--- src/core/crs_pkg.sv ---
// constants and carrier types for the core register set
package crs_pkg;
    localparam int unsigned DATA_W = 8;
    localparam int unsigned ADDR_W = 16;
    localparam logic [ADDR_W-1:0] SP_RESET = 16'h00ff;
    localparam logic [7:0] SP_LOW_ONES = 8'hff;
    localparam logic [ADDR_W-1:0] ONE16 = 16'h0001;
    localparam logic [ADDR_W-1:0] VEC_BASE = 16'hffd8;
    localparam logic [ADDR_W-1:0] VEC_RESET = 16'hfffe;
    localparam logic [ADDR_W-1:0] VEC_SWTRAP = 16'hfffc;
    localparam logic [ADDR_W-1:0] VEC_EXTINT1 = 16'hfffa;
    localparam logic [ADDR_W-1:0] VEC_CLKSYN = 16'hfff8;
    localparam int unsigned NUM_VEC = 20;
    localparam logic [4:0] VEC_IDX_W = 5'h00;
    localparam logic [ADDR_W-1:0] VEC_PAIR_STEP = 16'h0002;

    // wishbone offsets: byte addresses of 32-bit words
    localparam logic [3:0] OFS_ACC = 4'h0;
    localparam logic [3:0] OFS_IDX = 4'h4;
    localparam logic [3:0] OFS_STK = 4'h8;
    localparam logic [3:0] OFS_PC = 4'hc;

    // register-file operation codes from the sequencer
    typedef enum logic [3:0] {
        OP_NONE, OP_ACC_LD, OP_IDX_LD, OP_IDXH_LD, OP_IDXL_LD, OP_SP_LD,
        OP_SP_RST, OP_PUSH, OP_PULL, OP_PC_LD, OP_VEC_HI, OP_VEC_LO
    } crs_op_e;

    typedef enum logic [1:0] { AM_INDEX, AM_SP8, AM_SP16, AM_PC } crs_amode_e;

    typedef enum { ST_RESET, ST_VEC_HI, ST_VEC_LO, ST_RUN } crs_state_e;

    typedef struct packed {
        crs_op_e           op;
        logic [ADDR_W-1:0] data;
        logic              fetch;
        crs_amode_e        amode;
        logic [ADDR_W-1:0] offset;
    } crs_cmd_s;

    typedef struct packed {
        crs_state_e        state;
        logic [DATA_W-1:0] acc;
        logic [ADDR_W-1:0] idx;
        logic [ADDR_W-1:0] sp;
        logic [ADDR_W-1:0] pc;
        logic [7:0]        vecHi;
        logic [ADDR_W-1:0] vecAddr;
        logic [ADDR_W-1:0] opAddr;
        logic              wbAck;
        logic [31:0]       wbDat;
    } crs_state_s;
endpackage

--- src/core/crs_register_set.sv ---
// core register set: accumulator, index, stack pointer, program counter, vectors
// ----------------------------------------------------------------
// Notes on behaviour
// - An 8-bit accumulator feeds operands to and takes results from the ALU.
// - The 16-bit index register is an upper byte concatenated above a lower byte.
// - The index register spans the full 64-Kbyte address space in indexed modes.
// - Indexed operand addresses come from the current index register contents.
// - The index register also holds temporary data until overwritten.
// - A 16-bit stack pointer always names the next free stack byte.
// - Any reset presets the stack pointer to 00ff.
// - The stack-low-byte reinit instruction sets the low byte to ff, keeping the high byte.
// - The stack pointer decrements per pushed byte and increments per pulled byte.
// - Stack offset modes add an 8- or 16-bit offset to the stack pointer.
// - A 16-bit program counter names the next byte and advances by one per fetch.
// - Jumps, branches and interrupts load the program counter with a target.
// - On leaving reset the program counter loads the vector at fffe:ffff.
// - The vector table holds high:low pairs, priority rising with address from ffd8.
// - The software trap vector sits at fffc:fffd, just below reset.
// - The first external interrupt vector is at fffa:fffb, clock synth at fff8:fff9.
// - The registers sit in no memory-map address; only instructions and the read-only debug bus reach them.
// ----------------------------------------------------------------
`timescale 1ns/1ps
`default_nettype none
module crs_register_set
    import crs_pkg::*;
(
    input  wire logic                mclk,
    input  wire logic                arst_n,
    input  wire logic                clkEn,
    // sequencer command port
    input  wire crs_cmd_s            cmd,
    input  wire logic [NUM_VEC-1:0]  vecReq,
    output logic [ADDR_W-1:0]        opAddr,
    output logic [ADDR_W-1:0]        vecAddr,
    output logic                     vecFetch,
    output logic                     running,
    output logic [DATA_W-1:0]        accOut,
    output logic [ADDR_W-1:0]        idxOut,
    output logic [ADDR_W-1:0]        spOut,
    output logic [ADDR_W-1:0]        pcOut,
    // vector byte read back from memory
    input  wire logic [7:0]          vecData,
    // debug wishbone slave, read-only view
    input  wire logic                wb_cyc_i,
    input  wire logic                wb_stb_i,
    input  wire logic                wb_we_i,
    input  wire logic [3:0]          wb_adr_i,
    input  wire logic [3:0]          wb_sel_i,
    input  wire logic [31:0]         wb_dat_i,
    output logic [31:0]              wb_dat_o,
    output logic                     wb_ack_o
);
    crs_state_s q_r;
    crs_state_s q_nxt;
    logic [ADDR_W-1:0] offExt;
    logic [4:0]        winIdx;
    logic              anyReq;

    // highest-priority pending source: larger index, higher address
    always_comb begin
        winIdx = VEC_IDX_W;
        anyReq = 1'b0;
        for (int i = 0; i < NUM_VEC; i++) begin
            if (vecReq[i]) begin
                winIdx = i[4:0];
                anyReq = 1'b1;
            end
        end
    end

    always_comb begin
        q_nxt = q_r;
        offExt = cmd.offset;
        if (cmd.amode == AM_SP8) begin
            offExt = {8'h00, cmd.offset[7:0]};
        end
        q_nxt.wbAck = 1'b0;
        case (q_r.state)
            ST_RESET: begin
                q_nxt.vecAddr = VEC_RESET;
                q_nxt.state = ST_VEC_HI;
            end
            ST_VEC_HI: begin
                q_nxt.vecHi = vecData;
                q_nxt.vecAddr = q_r.vecAddr + ONE16;
                q_nxt.state = ST_VEC_LO;
            end
            ST_VEC_LO: begin
                q_nxt.pc = {q_r.vecHi, vecData};
                q_nxt.state = ST_RUN;
            end
            ST_RUN: begin
                if (cmd.fetch) begin
                    q_nxt.pc = q_r.pc + ONE16;
                end
                case (cmd.op)
                    OP_ACC_LD:  q_nxt.acc = cmd.data[DATA_W-1:0];
                    OP_IDX_LD:  q_nxt.idx = cmd.data;
                    OP_IDXH_LD: q_nxt.idx = {cmd.data[7:0], q_r.idx[7:0]};
                    OP_IDXL_LD: q_nxt.idx = {q_r.idx[15:8], cmd.data[7:0]};
                    OP_SP_LD:   q_nxt.sp = cmd.data;
                    OP_SP_RST:  q_nxt.sp = {q_r.sp[15:8], SP_LOW_ONES};
                    OP_PUSH:    q_nxt.sp = q_r.sp - ONE16;
                    OP_PULL:    q_nxt.sp = q_r.sp + ONE16;
                    OP_PC_LD:   q_nxt.pc = cmd.data;
                    OP_VEC_HI: begin
                        // trap, external, clock-synth all land on fixed pairs
                        q_nxt.vecAddr = VEC_BASE +
                            ADDR_W'({11'h000, winIdx} * VEC_PAIR_STEP);
                        q_nxt.state = ST_VEC_HI;
                    end
                    default: ;
                endcase
            end
            default: q_nxt.state = ST_RESET;
        endcase
        case (cmd.amode)
            AM_INDEX: q_nxt.opAddr = q_r.idx;
            AM_SP8,
            AM_SP16:  q_nxt.opAddr = q_r.sp + offExt;
            default:  q_nxt.opAddr = q_r.pc;
        endcase
        // debug bus: reads only, writes ignored so the core map stays empty
        if (wb_cyc_i && wb_stb_i && !q_r.wbAck) begin
            q_nxt.wbAck = 1'b1;
            case (wb_adr_i)
                OFS_ACC: q_nxt.wbDat = {24'h000000, q_r.acc};
                OFS_IDX: q_nxt.wbDat = {16'h0000, q_r.idx};
                OFS_STK: q_nxt.wbDat = {16'h0000, q_r.sp};
                OFS_PC:  q_nxt.wbDat = {16'h0000, q_r.pc};
                default: q_nxt.wbDat = 32'h00000000;
            endcase
        end
    end

    always_ff @(posedge mclk or negedge arst_n) begin
        if (!arst_n) begin
            q_r <= '{state: ST_RESET, sp: SP_RESET, default: '0};
        end else if (clkEn) begin
            q_r <= q_nxt;
        end
    end

    assign opAddr   = q_r.opAddr;
    assign vecAddr  = q_r.vecAddr;
    assign vecFetch = (q_r.state == ST_VEC_HI) || (q_r.state == ST_VEC_LO);
    assign running  = (q_r.state == ST_RUN);
    assign accOut   = q_r.acc;
    assign idxOut   = q_r.idx;
    assign spOut    = q_r.sp;
    assign pcOut    = q_r.pc;
    assign wb_dat_o = q_r.wbDat;
    assign wb_ack_o = q_r.wbAck;

    logic unusedIn;
    assign unusedIn = ^{wb_we_i, wb_sel_i, wb_dat_i, anyReq};
endmodule
`default_nettype wire

--- config.mk ---
export PLATFORM = sky130hd
export DESIGN_NAME = crs_register_set
export DESIGN_NICKNAME = d
export VERILOG_FILES = /design/src/core/crs_pkg.sv /design/src/core/crs_register_set.sv
export SDC_FILE = /design/constraint.sdc
export NUM_CORES = 1
export LEC_CHECK = 0
export BUFFER_PORTS_ARGS = -buffer_cell sky130_fd_sc_hd__buf_2
export CORE_ASPECT_RATIO = 1.5
export CORE_MARGIN = 2
export CORE_UTILIZATION = 54
export DETAILED_ROUTE_END_ITERATION = 8
export GPL_ROUTABILITY_DRIVEN = 0
export HOLD_SLACK_MARGIN = 0.05
export PLACE_DENSITY = 0.87
export SETUP_SLACK_MARGIN = 0.1
export SLEW_MARGIN = 40
export SYNTH_ARGS = -nofsm -noshare
export SYNTH_HDL_FRONTEND = slang
export SYNTH_SLANG_ARGS = --single-unit
--- constraint.sdc ---
create_clock -name mclk -period 3.35 [get_ports mclk]
set_clock_uncertainty 0.15 [all_clocks]
set_input_delay 0.67 -clock mclk [delete_from_list [all_inputs] [get_ports mclk]]
set_output_delay 0.67 -clock mclk [all_outputs]
set_load 0.05 [all_outputs]
* Yosys cells after proc, flatten, opt, wreduce, memory -nomap -nowiden
Cells that the tools add are included.
** Word-level totals
- Input port bits :: 113
- ROM bits :: 0
- Memories kept :: 0
- Output and inout bits :: 123
- Bits in registers :: 161
- Memory bits (writable) :: 0
- Latch bits :: 0
- Word-level logic and storage cells :: 100
** Operators by class
- Reduce and logical (&&, ||, !) cells :: 24
- Bitwise gates (word level) :: 3
- Muxes and demuxes :: 32
- $mul :: 0
- Add/sub/neg operators :: 6
- $lt $le $gt $ge :: 0
- Shift operators :: 0
- Divide/modulo/power cells :: 0
- Equal/unequal tests :: 23
** Operator list (count)
- case mux 16 bit (4 select lines) :: 2
- case mux 32 bit (4 select lines) :: 1
- == test 32 x 2 -> 1 bit, second input constant :: 3
- case mux 16 bit (3 select lines) :: 2
- two-way mux 5 bit :: 18
- == test 32 x 3 -> 1 bit, second input constant :: 2
- two-way mux 16 bit :: 4
- case mux 16 bit (2 select lines) :: 2
- adder 16 x 1 -> 16 bit, second input constant :: 3
- two-way mux 33 bit :: 1
- == test 32 x 1 -> 1 bit, second input constant :: 1
- zero test 32 bit :: 1
- two-way mux 32 bit :: 1
- == test 4 x 3 -> 1 bit, second input constant :: 5
- == test 4 bit, second input constant :: 5
- adder 16 bit :: 1
- subtractor 16 x 1 -> 16 bit, second input constant :: 1
- AND reduction 3 bit :: 4
- AND reduction 4 bit :: 3
- adder 7 x 7 -> 8 bit, first input constant :: 1
- == test 4 x 2 -> 1 bit, second input constant :: 2
- AND reduction 2 bit :: 3
- nonzero test 2 bit :: 3
- nonzero test 3 bit :: 2
- other kinds (14) :: 17

* Logic depth before layout (Yosys ltp)
Gate-level depths: netlist of the first run.
- Depth after elaboration :: 22
- Mapped depth :: 12
- Depth with buffers taken out :: 11

* Least setup slack after synthesis of the first run
Ideal clock, no wire load.
- Path kind :: input to register
- Start :: input port cmd[36] in the netlist's numbering
- End :: register q_r, in the netlist spOut[15]
- Library setup time :: 0.121 ns
- Stages :: 11
- Arrival :: 2.875 ns
- Setup slack :: 0.204 ns
- Buffers on the path :: 2
- Required time :: 3.079 ns
- Path through :: buf_2 > or3_1 > buf_6 > ha_1 > a21oi_1 > o21ai_0 > or3_1 > o22ai_1 > o21ai_1 > mux2i_1 > o22a_1
** Between the ends
- Longest elaborated chain between the ends :: 3
- Elaborated cells on any way between the ends :: 8
- Classes of those cells :: eq/ne (4); mux (1); bitwise (1); reduce/logical (2)
** RTL lines
- start: declaration :: line crs_register_set.sv:31 : input wire crs_cmd_s cmd,
- == test 4 bit or == test 4 x 3 -> 1 bit (tied branches) :: line crs_register_set.sv:96 : case (cmd.op)
- nonzero test 3 bit (no source line) or NOT 1 bit (tied branches)
- AND reduction 4 bit (no source line)
- end signal: assignment :: line crs_register_set.sv:140 : q_r <= q_nxt;
- end: declaration :: line crs_register_set.sv:53 : crs_state_s q_r;
Several ways; a longest one is shown, not always the timed one.
A chain may end at the register's enable or synchronous reset.

* Worst setup path in the final report of the first run
- Start :: input port cmd[37] in the netlist's numbering
- End :: register q_r, in the netlist spOut[15]
Same word-level chain as after synthesis.

==> reports/qor.yml, run 1 <==
pwr:
  switchingPower_mw: 5.53
  power.density_nw_per_um2: 1090
  p_seq_frac: 0.277
  p_int_mw: 5.02
  vdd.ir_drop.worst_mv: 0.599
  power_frac_clock: 0.166
  leakage_nw: 4.45
  p_comb_frac: 0.557
  switching_share: 0.524
synth:
  ys_ff_latch: 115
  synthTopCellsByArea: "dfrtp_1, buf_4, ha_1"
  synth.avg_cell_area_sq_um: 8.72
  yosysWarnings: 0
  synthArstFlopShare: 1.00
  synth_area_sq_um: 8670
  yosysTopAreaCell: "dfrtp_1"
  syn_inst: 994
  synth-main-ff-cell: "dfrtp_1"
  seq_area_frac_synth: 0.333
  synth_top_area_share: 0.309
  synth_edf_count: 0
  ys_types: 74
clocking:
  insertion_delay_ns: 0.42
  cts.sinks: 115
  cts_tree: "built"
  numCtsBuffers: 17
  cts_max_path_buffers: 2
  cts_resized: 0
  cts_root_buf: "clkbuf_16"
  htree_num_levels: 4
  path_clk_slew_ns: 0.06
  postCtsHoldBufs: 0
  post-cts-setup-buffers: 0
route:
  final_antenna_net_count: 0
  vias: 8135
  vias_per_cell: 6.27
  wl_per_cell_um: 20.6
  drc: 0
  wl_um: 26800
  drtIter0Drc: 928
  first_pass_iters: 7
placement:
  port_buffers: 181
  hpwl_um: 19800
sta:
  finalHoldViolCount: 0
  max_freq_mhz: 331
  worstMarginPinSlew_ns: 0.818
  whs_ns: 0.0755
  slew_viol_final: 0
  slew_headroom: 0.453
  layout_min_cycle_time_ns: 3.02
  fin_crit_sh: 0.903
  setup_viol: 0
  grt_setup_unrepaired: "no"
floorplan:
  core_sq_um: 15700
  dieArea_sq_um: 17100
  die_h_um: 159
  die_w_um: 107
  rows: 56
  start_util: 0.552
  ios: 236
final_layout:
  n_antenna_cell: 0
  final_util: 0.615
  fillers: 1280
  mostFrequentLayoutCells: "buf_2, dfrtp_1, nand2_1, o21ai_0, nor2_1"
  nNetsFinal: 1237
  drive_gt1_frac: 0.275
  areaGrowthSynthToFinish_pct: 11.4
  final_common_cell: "buf_2"
grt:
  grt_usage: 0.310
  grt_pass1_wl_um: 41600
  grt.overflow.total: 0
  grt_pass1_vias: 7988
  antenna_found_initial: 0
  grt_max_degree: 61
worst_setup_path:
  path_max_fanout: 12
  cp-start-kind: "primary input"
  crit_arrival_ns: 3.18
  worstPathRequired_ns: 3.51
  worst-setup-path-type: "primary input to flip-flop"
  end_kind: "flip-flop"
outcome:
  status: "finished, final reports clean"
min_path:
  hold_path.class: "primary input to async pin"
job:
  cap_violations: 0
[worst max-delay path, stage by stage]
cell and delay, ns:
buf_2 0.11, nand2b_4 0.13, or3_1 0.30, buf_4 0.20
ha_1 0.30, a211oi_1 0.27, o21bai_1 0.16, o211a_1 0.26
o22ai_1 0.25, o21ai_1 0.18, mux2i_1 0.15, o22a_1 0.20
[sequential cells by signal, summed over array words and instances (netlist names)]
signal	flops
idxOut	16
opAddr	16
pcOut	16
spOut	16
vecAddr	16
wb_dat_o	16
q_r	10
accOut	8
wb_ack_o	1
[layout make-up]
cell class,instances,area [sq um],share of cell area
Clock inverter,10,111,0.0115
Sequential cell,115,2890,0.299
Tap cell,203,254,0.0263
Clock buffer,22,454,0.0470
Inverter,29,109,0.0113
Timing Repair Buffer,219,1210,0.125
Multi-Input combinational cell,700,4630,0.480
[worst paths after layout]
path | slack, ns | to | cells after the start | start
min reg2reg | 0.32 | wb_dat_o[13]$_DFFE_PN0P_ | 2 | wb_dat_o[13]$_DFFE_PN0P_
min | 0.08 | vecAddr[0]$_DFFE_PN0P_ | 1 | arst_n
min in group mclk | 0.32 | wb_dat_o[13]$_DFFE_PN0P_ | 2 | wb_dat_o[13]$_DFFE_PN0P_
max | 0.33 | spOut[15]$_DFFE_PN0P_ | 12 | cmd[37]
max in group asynchronous | 2.30 | pcOut[0]$_DFFE_PN0P_ | 2 | arst_n
max reg2reg | 0.43 | opAddr[14]$_DFFE_PN0P_ | 9 | spOut[0]$_DFFE_PN1P_
[cell families after synthesis]
group,Yosys count,synth area share
AO/OA/AOI/OAI,288,0.218
AND/OR/NAND/NOR,264,0.143
buffers and inverters,194,0.139
flip-flops,115,0.333
multiplexers,53,0.0657
adder cells (fa/ha/maj),42,0.0624
XOR/XNOR,37,0.0374
other,1,0.000433
[metrics by stage]
step / setup TNS (ns) / total power [mW] / cells / area [sq um] / worst slack [ns]
final: 0 / 10.5 / 1298 / 9660 / 0.326
after global routing: 0 / 11.0 / 1298 / 9660 / 0.174
after CTS: 0 / 10.4 / 1298 / 9660 / 0.329
after detailed placement: -0.134 / 8.62 / 1266 / 9090 / -0.102
after global placement: -0.0272 / 8.46 / 1266 / 9090 / -0.0272
after floorplan: 0 / 7.69 / 1009 / 8720 / 0.204
[power groups by stage]
stage          clock network [mW]  logic [mW]  registers, mW
2_1_floorplan                   0        5.25           2.45
3_3_place_gp                    0        5.62           2.84
3_5_place_dp                    0        5.75           2.87
4_1_cts                      1.75        5.82           2.86
5_1_grt                      1.81        6.27           2.96
6_report                     1.75        5.88           2.92
[cell usage after synthesis, drive strengths merged (6+ instances only)]
cell type,n
nor3,17
inv,29
o22ai,9
a221oi,23
a222oi,8
dfstp,8
a22o,8
buf,133
ha,40
nand4,6
xor2,11
o221ai,8
nor2,73
a21oi,61
clkbuf,32
o21bai,6
mux2i,22
o21a,7
xnor2,26
nand2b,11
a31oi,7
a22oi,17
nand2,96
o21ai,95
and3,6
nand3,17
a21o,7
or3,6
mux2,31
dfrtp,107
nor2b,13
[per-layer routing]
metal | GRT usage | routed length, um | vias up
met5 | 0 | 0 | -
li1 | - | - | 3615
met4 | 0.195 | 1870 | 0
met1 | 0.365 | 9240 | 3827
met3 | 0.0598 | 2740 | 138
met2 | 0.514 | 12900 | 555
(Power assumes the default switching activity.)
==> run 2, diff against run 1 <==
ABC_AREA = 1   (was unset)
CORE_UTILIZATION = 55   (was 54)
CTS_BUF_LIST = sky130_fd_sc_hd__clkbuf_8   (was unset)
PLACE_DENSITY = 0.88   (was 0.87)
==> reports/qor.yml, run 2 <==
sta:
  setup_viol: 0  # unchanged
  whs_ns: 0.115  # +0.0394 ns
  worst_slack_ns: 0.478  # +0.153 ns
  slew_viol_final: 0  # unchanged
  fin_crit_sh: 0.857  # -0.0456
  layout_min_cycle_time_ns: 2.87  # -0.153 ns
  worstMarginPinSlew_ns: 0.690  # -0.128 ns
  setup-tns-final_ns: 0  # unchanged
  slew_headroom: 0.540  # +0.0873
  grt_setup_unrepaired: "no"
  max_freq_mhz: 348  # +5.3%
  finalHoldViolCount: 0  # unchanged
final_layout:
  drive_gt1_frac: 0.231  # -0.0437
  areaGrowthSynthToFinish_pct: 9.97
  nNetsFinal: 1405  # +14%
  final_util: 0.614  # -0.00137
  mostFrequentLayoutCells: "nand2_1, buf_2, inv_1, a21oi_1, dfrtp_1"
  final_common_cell: "nand2_1"
placement:
  hpwl_um: 20100  # +1.7%
  pre_cts_ws_ns: 0.0934  # +0.195 ns
  port_buffers: 181  # unchanged
pwr:
  p_seq_frac: 0.272  # -0.005
  p_int_mw: 4.60  # -8.5%
  p_comb_frac: 0.559  # +0.002
  leakage_nw: 4.92  # +11%
  switchingPower_mw: 5.30  # -4.2%
  vdd.ir_drop.worst_mv: 0.920  # +54%
  power_frac_clock: 0.169  # +0.003
  power.total_mw: 9.89  # -6.2%
  switching_share: 0.535  # +0.0115
  power.density_nw_per_um2: 1040  # -5.2%
clocking:
  post-cts-setup-buffers: 0  # unchanged
  cts_root_buf: "clkbuf_8"
  path_clk_slew_ns: 0.08  # +0.02 ns
  cts.sinks: 115  # unchanged
  cts_tree: "built"
  numCtsBuffers: 17  # unchanged
  cts_resized: 0  # unchanged
  cts_max_path_buffers: 2  # unchanged
  htree_num_levels: 4  # unchanged
  postCtsHoldBufs: 0  # unchanged
  insertion_delay_ns: 0.45  # +0.03 ns
synth:
  synthArstFlopShare: 1.00  # unchanged
  synthTopCellsByArea: "dfrtp_1, buf_4, nand2_1"
  netlist_top_cells_count: "nand2_1, inv_1, buf_4"
  synth-main-ff-cell: "dfrtp_1"
  synth.most_common_cell: "nand2_1"
  synth_area_sq_um: 8690  # +0.22%
  synth_top_area_share: 0.308  # -0.000668
  syn_inst: 1165  # +17%
  ys_types: 50  # -32%
  yosysTopAreaCell: "dfrtp_1"
  synth.avg_cell_area_sq_um: 7.46  # -14%
  seq_area_frac_synth: 0.332  # -0.000720
  ys_ff_latch: 115  # unchanged
  yosysWarnings: 0  # unchanged
  synth_edf_count: 0  # unchanged
floorplan:
  core_sq_um: 15600  # -0.89%
  die_h_um: 158  # -0.79%
  dieArea_sq_um: 16800  # -1.6%
  start_util: 0.558  # +0.00618
  ios: 236  # unchanged
  rows: 56  # unchanged
  die_w_um: 107  # -0.78%
outcome:
  status: "finished, final reports clean"
worst_setup_path:
  worst-setup-path-type: "primary input to flip-flop"
  path_max_fanout: 4  # -8
  reg2reg_from: "spOut[0]$_DFFE_PN1P_"
  end_kind: "flip-flop"
  crit_arrival_ns: 3.10  # -0.08 ns
  cp-start-kind: "primary input"
  setup.worst_path.start: "cmd[37]"
  worstPathRequired_ns: 3.58  # +0.07 ns
route:
  drtIter0Drc: 927  # -0.11%
  wl_met1_um: 8890  # -3.8%
  route.met2.wl_um: 12300  # -4.8%
  top_layer_used: "met5"
  wl_per_cell_um: 17.8  # -14%
  drc: 0  # unchanged
  final_antenna_net_count: 0  # unchanged
  wl_um: 26200  # -2.3%
  first_pass_iters: 6  # -1
  wl_met3_um: 2720  # -0.98%
  vias: 8519  # +4.7%
  vias_per_cell: 5.81  # -7.3%
grt:
  grt.overflow.total: 0  # unchanged
  grt_pass1_vias: 8106  # +1.5%
  antenna_found_initial: 2  # +2
  grt_pass1_wl_um: 41100  # -1.1%
  grt_max_degree: 53  # -13%
  grt_usage: 0.317  # +0.00663
job:
  cap_violations: 0  # unchanged
min_path:
  hold_path.class: "primary input to async pin"
-- run 2: changes by cell type in the layout (fill, tap and decap cells not counted), moves of 18 or more --
cell	before	now
mux2_2	31	8
xnor2_1	26	3
nand3_1	17	35
nand2_1	95	241
inv_1	29	128
clkbuf_8	1	20
a21oi_1	59	114
o21ai_1	7	25
mux2i_1	22	0
-- run 2: stage by stage --
step | instance area (sq um) | cells
6_report | 9550 | 1467
5_1_grt | 9550 | 1466
4_1_cts | 9550 | 1466
3_5_place_dp | 9040 | 1434
3_3_place_gp | 9040 | 1434
2_1_floorplan | 8740 | 1180
-- run 2: layout make-up --
| class | count | area (sq um) |
|---|---|---|
| inverters | 136 | 510 |
| repair buffers | 201 | 1070 |
| flip-flops and latches | 115 | 2890 |
| well taps | 203 | 254 |
| diodes | 1 | 2.50 |
| fillers | 1381 | 6000 |
| multi-input cells | 779 | 4320 |
| clock buffers | 20 | 275 |
| clock inverters | 12 | 233 |
-- run 2: metal layers --
metal	up-vias	GRT usage
met5	-	0
met4	2	0.241
met3	133	0.0959
met2	497	0.520
met1	3930	0.342
li1	3957	-
-- run 2: worst paths after layout --
check,endpoint,slack [ns],cells after the start
max,spOut[12]$_DFFE_PN0P_,0.48,16
min,opAddr[4]$_DFFE_PN0P_,0.11,1
max reg2reg,spOut[12]$_DFFE_PN0P_,0.53,11
min reg2reg,opAddr[3]$_DFFE_PN0P_,0.33,2
max in group asynchronous,spOut[4]$_DFFE_PN1P_,2.15,2
min in group mclk,q_r[69]$_DFFE_PN0P_,0.32,2
-- run 2: cell families after synthesis --
logic type	Yosys count	share of synthesized area
fa+ha+maj	42	0.0622
other cells	1	0.000432
simple gates	384	0.191
compound gates	314	0.212
flops	115	0.332
mux	8	0.0104
buf+inv	286	0.177
xor+xnor	15	0.0151
-- run 2: power by group through the flow --
stage / Sequential (mW) / Clock, mW / Combinational (mW)
final: 2.69 / 1.67 / 5.53
after global routing: 2.74 / 1.74 / 5.99
after CTS: 2.66 / 1.67 / 5.50
after detailed placement: 2.68 / 0 / 5.45
after global placement: 2.66 / 0 / 5.34
after floorplan: 2.42 / 0 / 4.95
-- run 2: worst max-delay path: stages --
cell	delay, ns
buf_2	0.13
nor2_2	0.19
inv_2	0.06
nor3_4	0.14
inv_1	0.12
ha_1	0.35
nand2_1	0.06
o21ai_1	0.15
nand2_1	0.10
a21oi_2	0.21
a31oi_1	0.17
o21ai_1	0.25
nand3_1	0.16
nand3b_1	0.12
nand3_1	0.07
a21oi_1	0.14
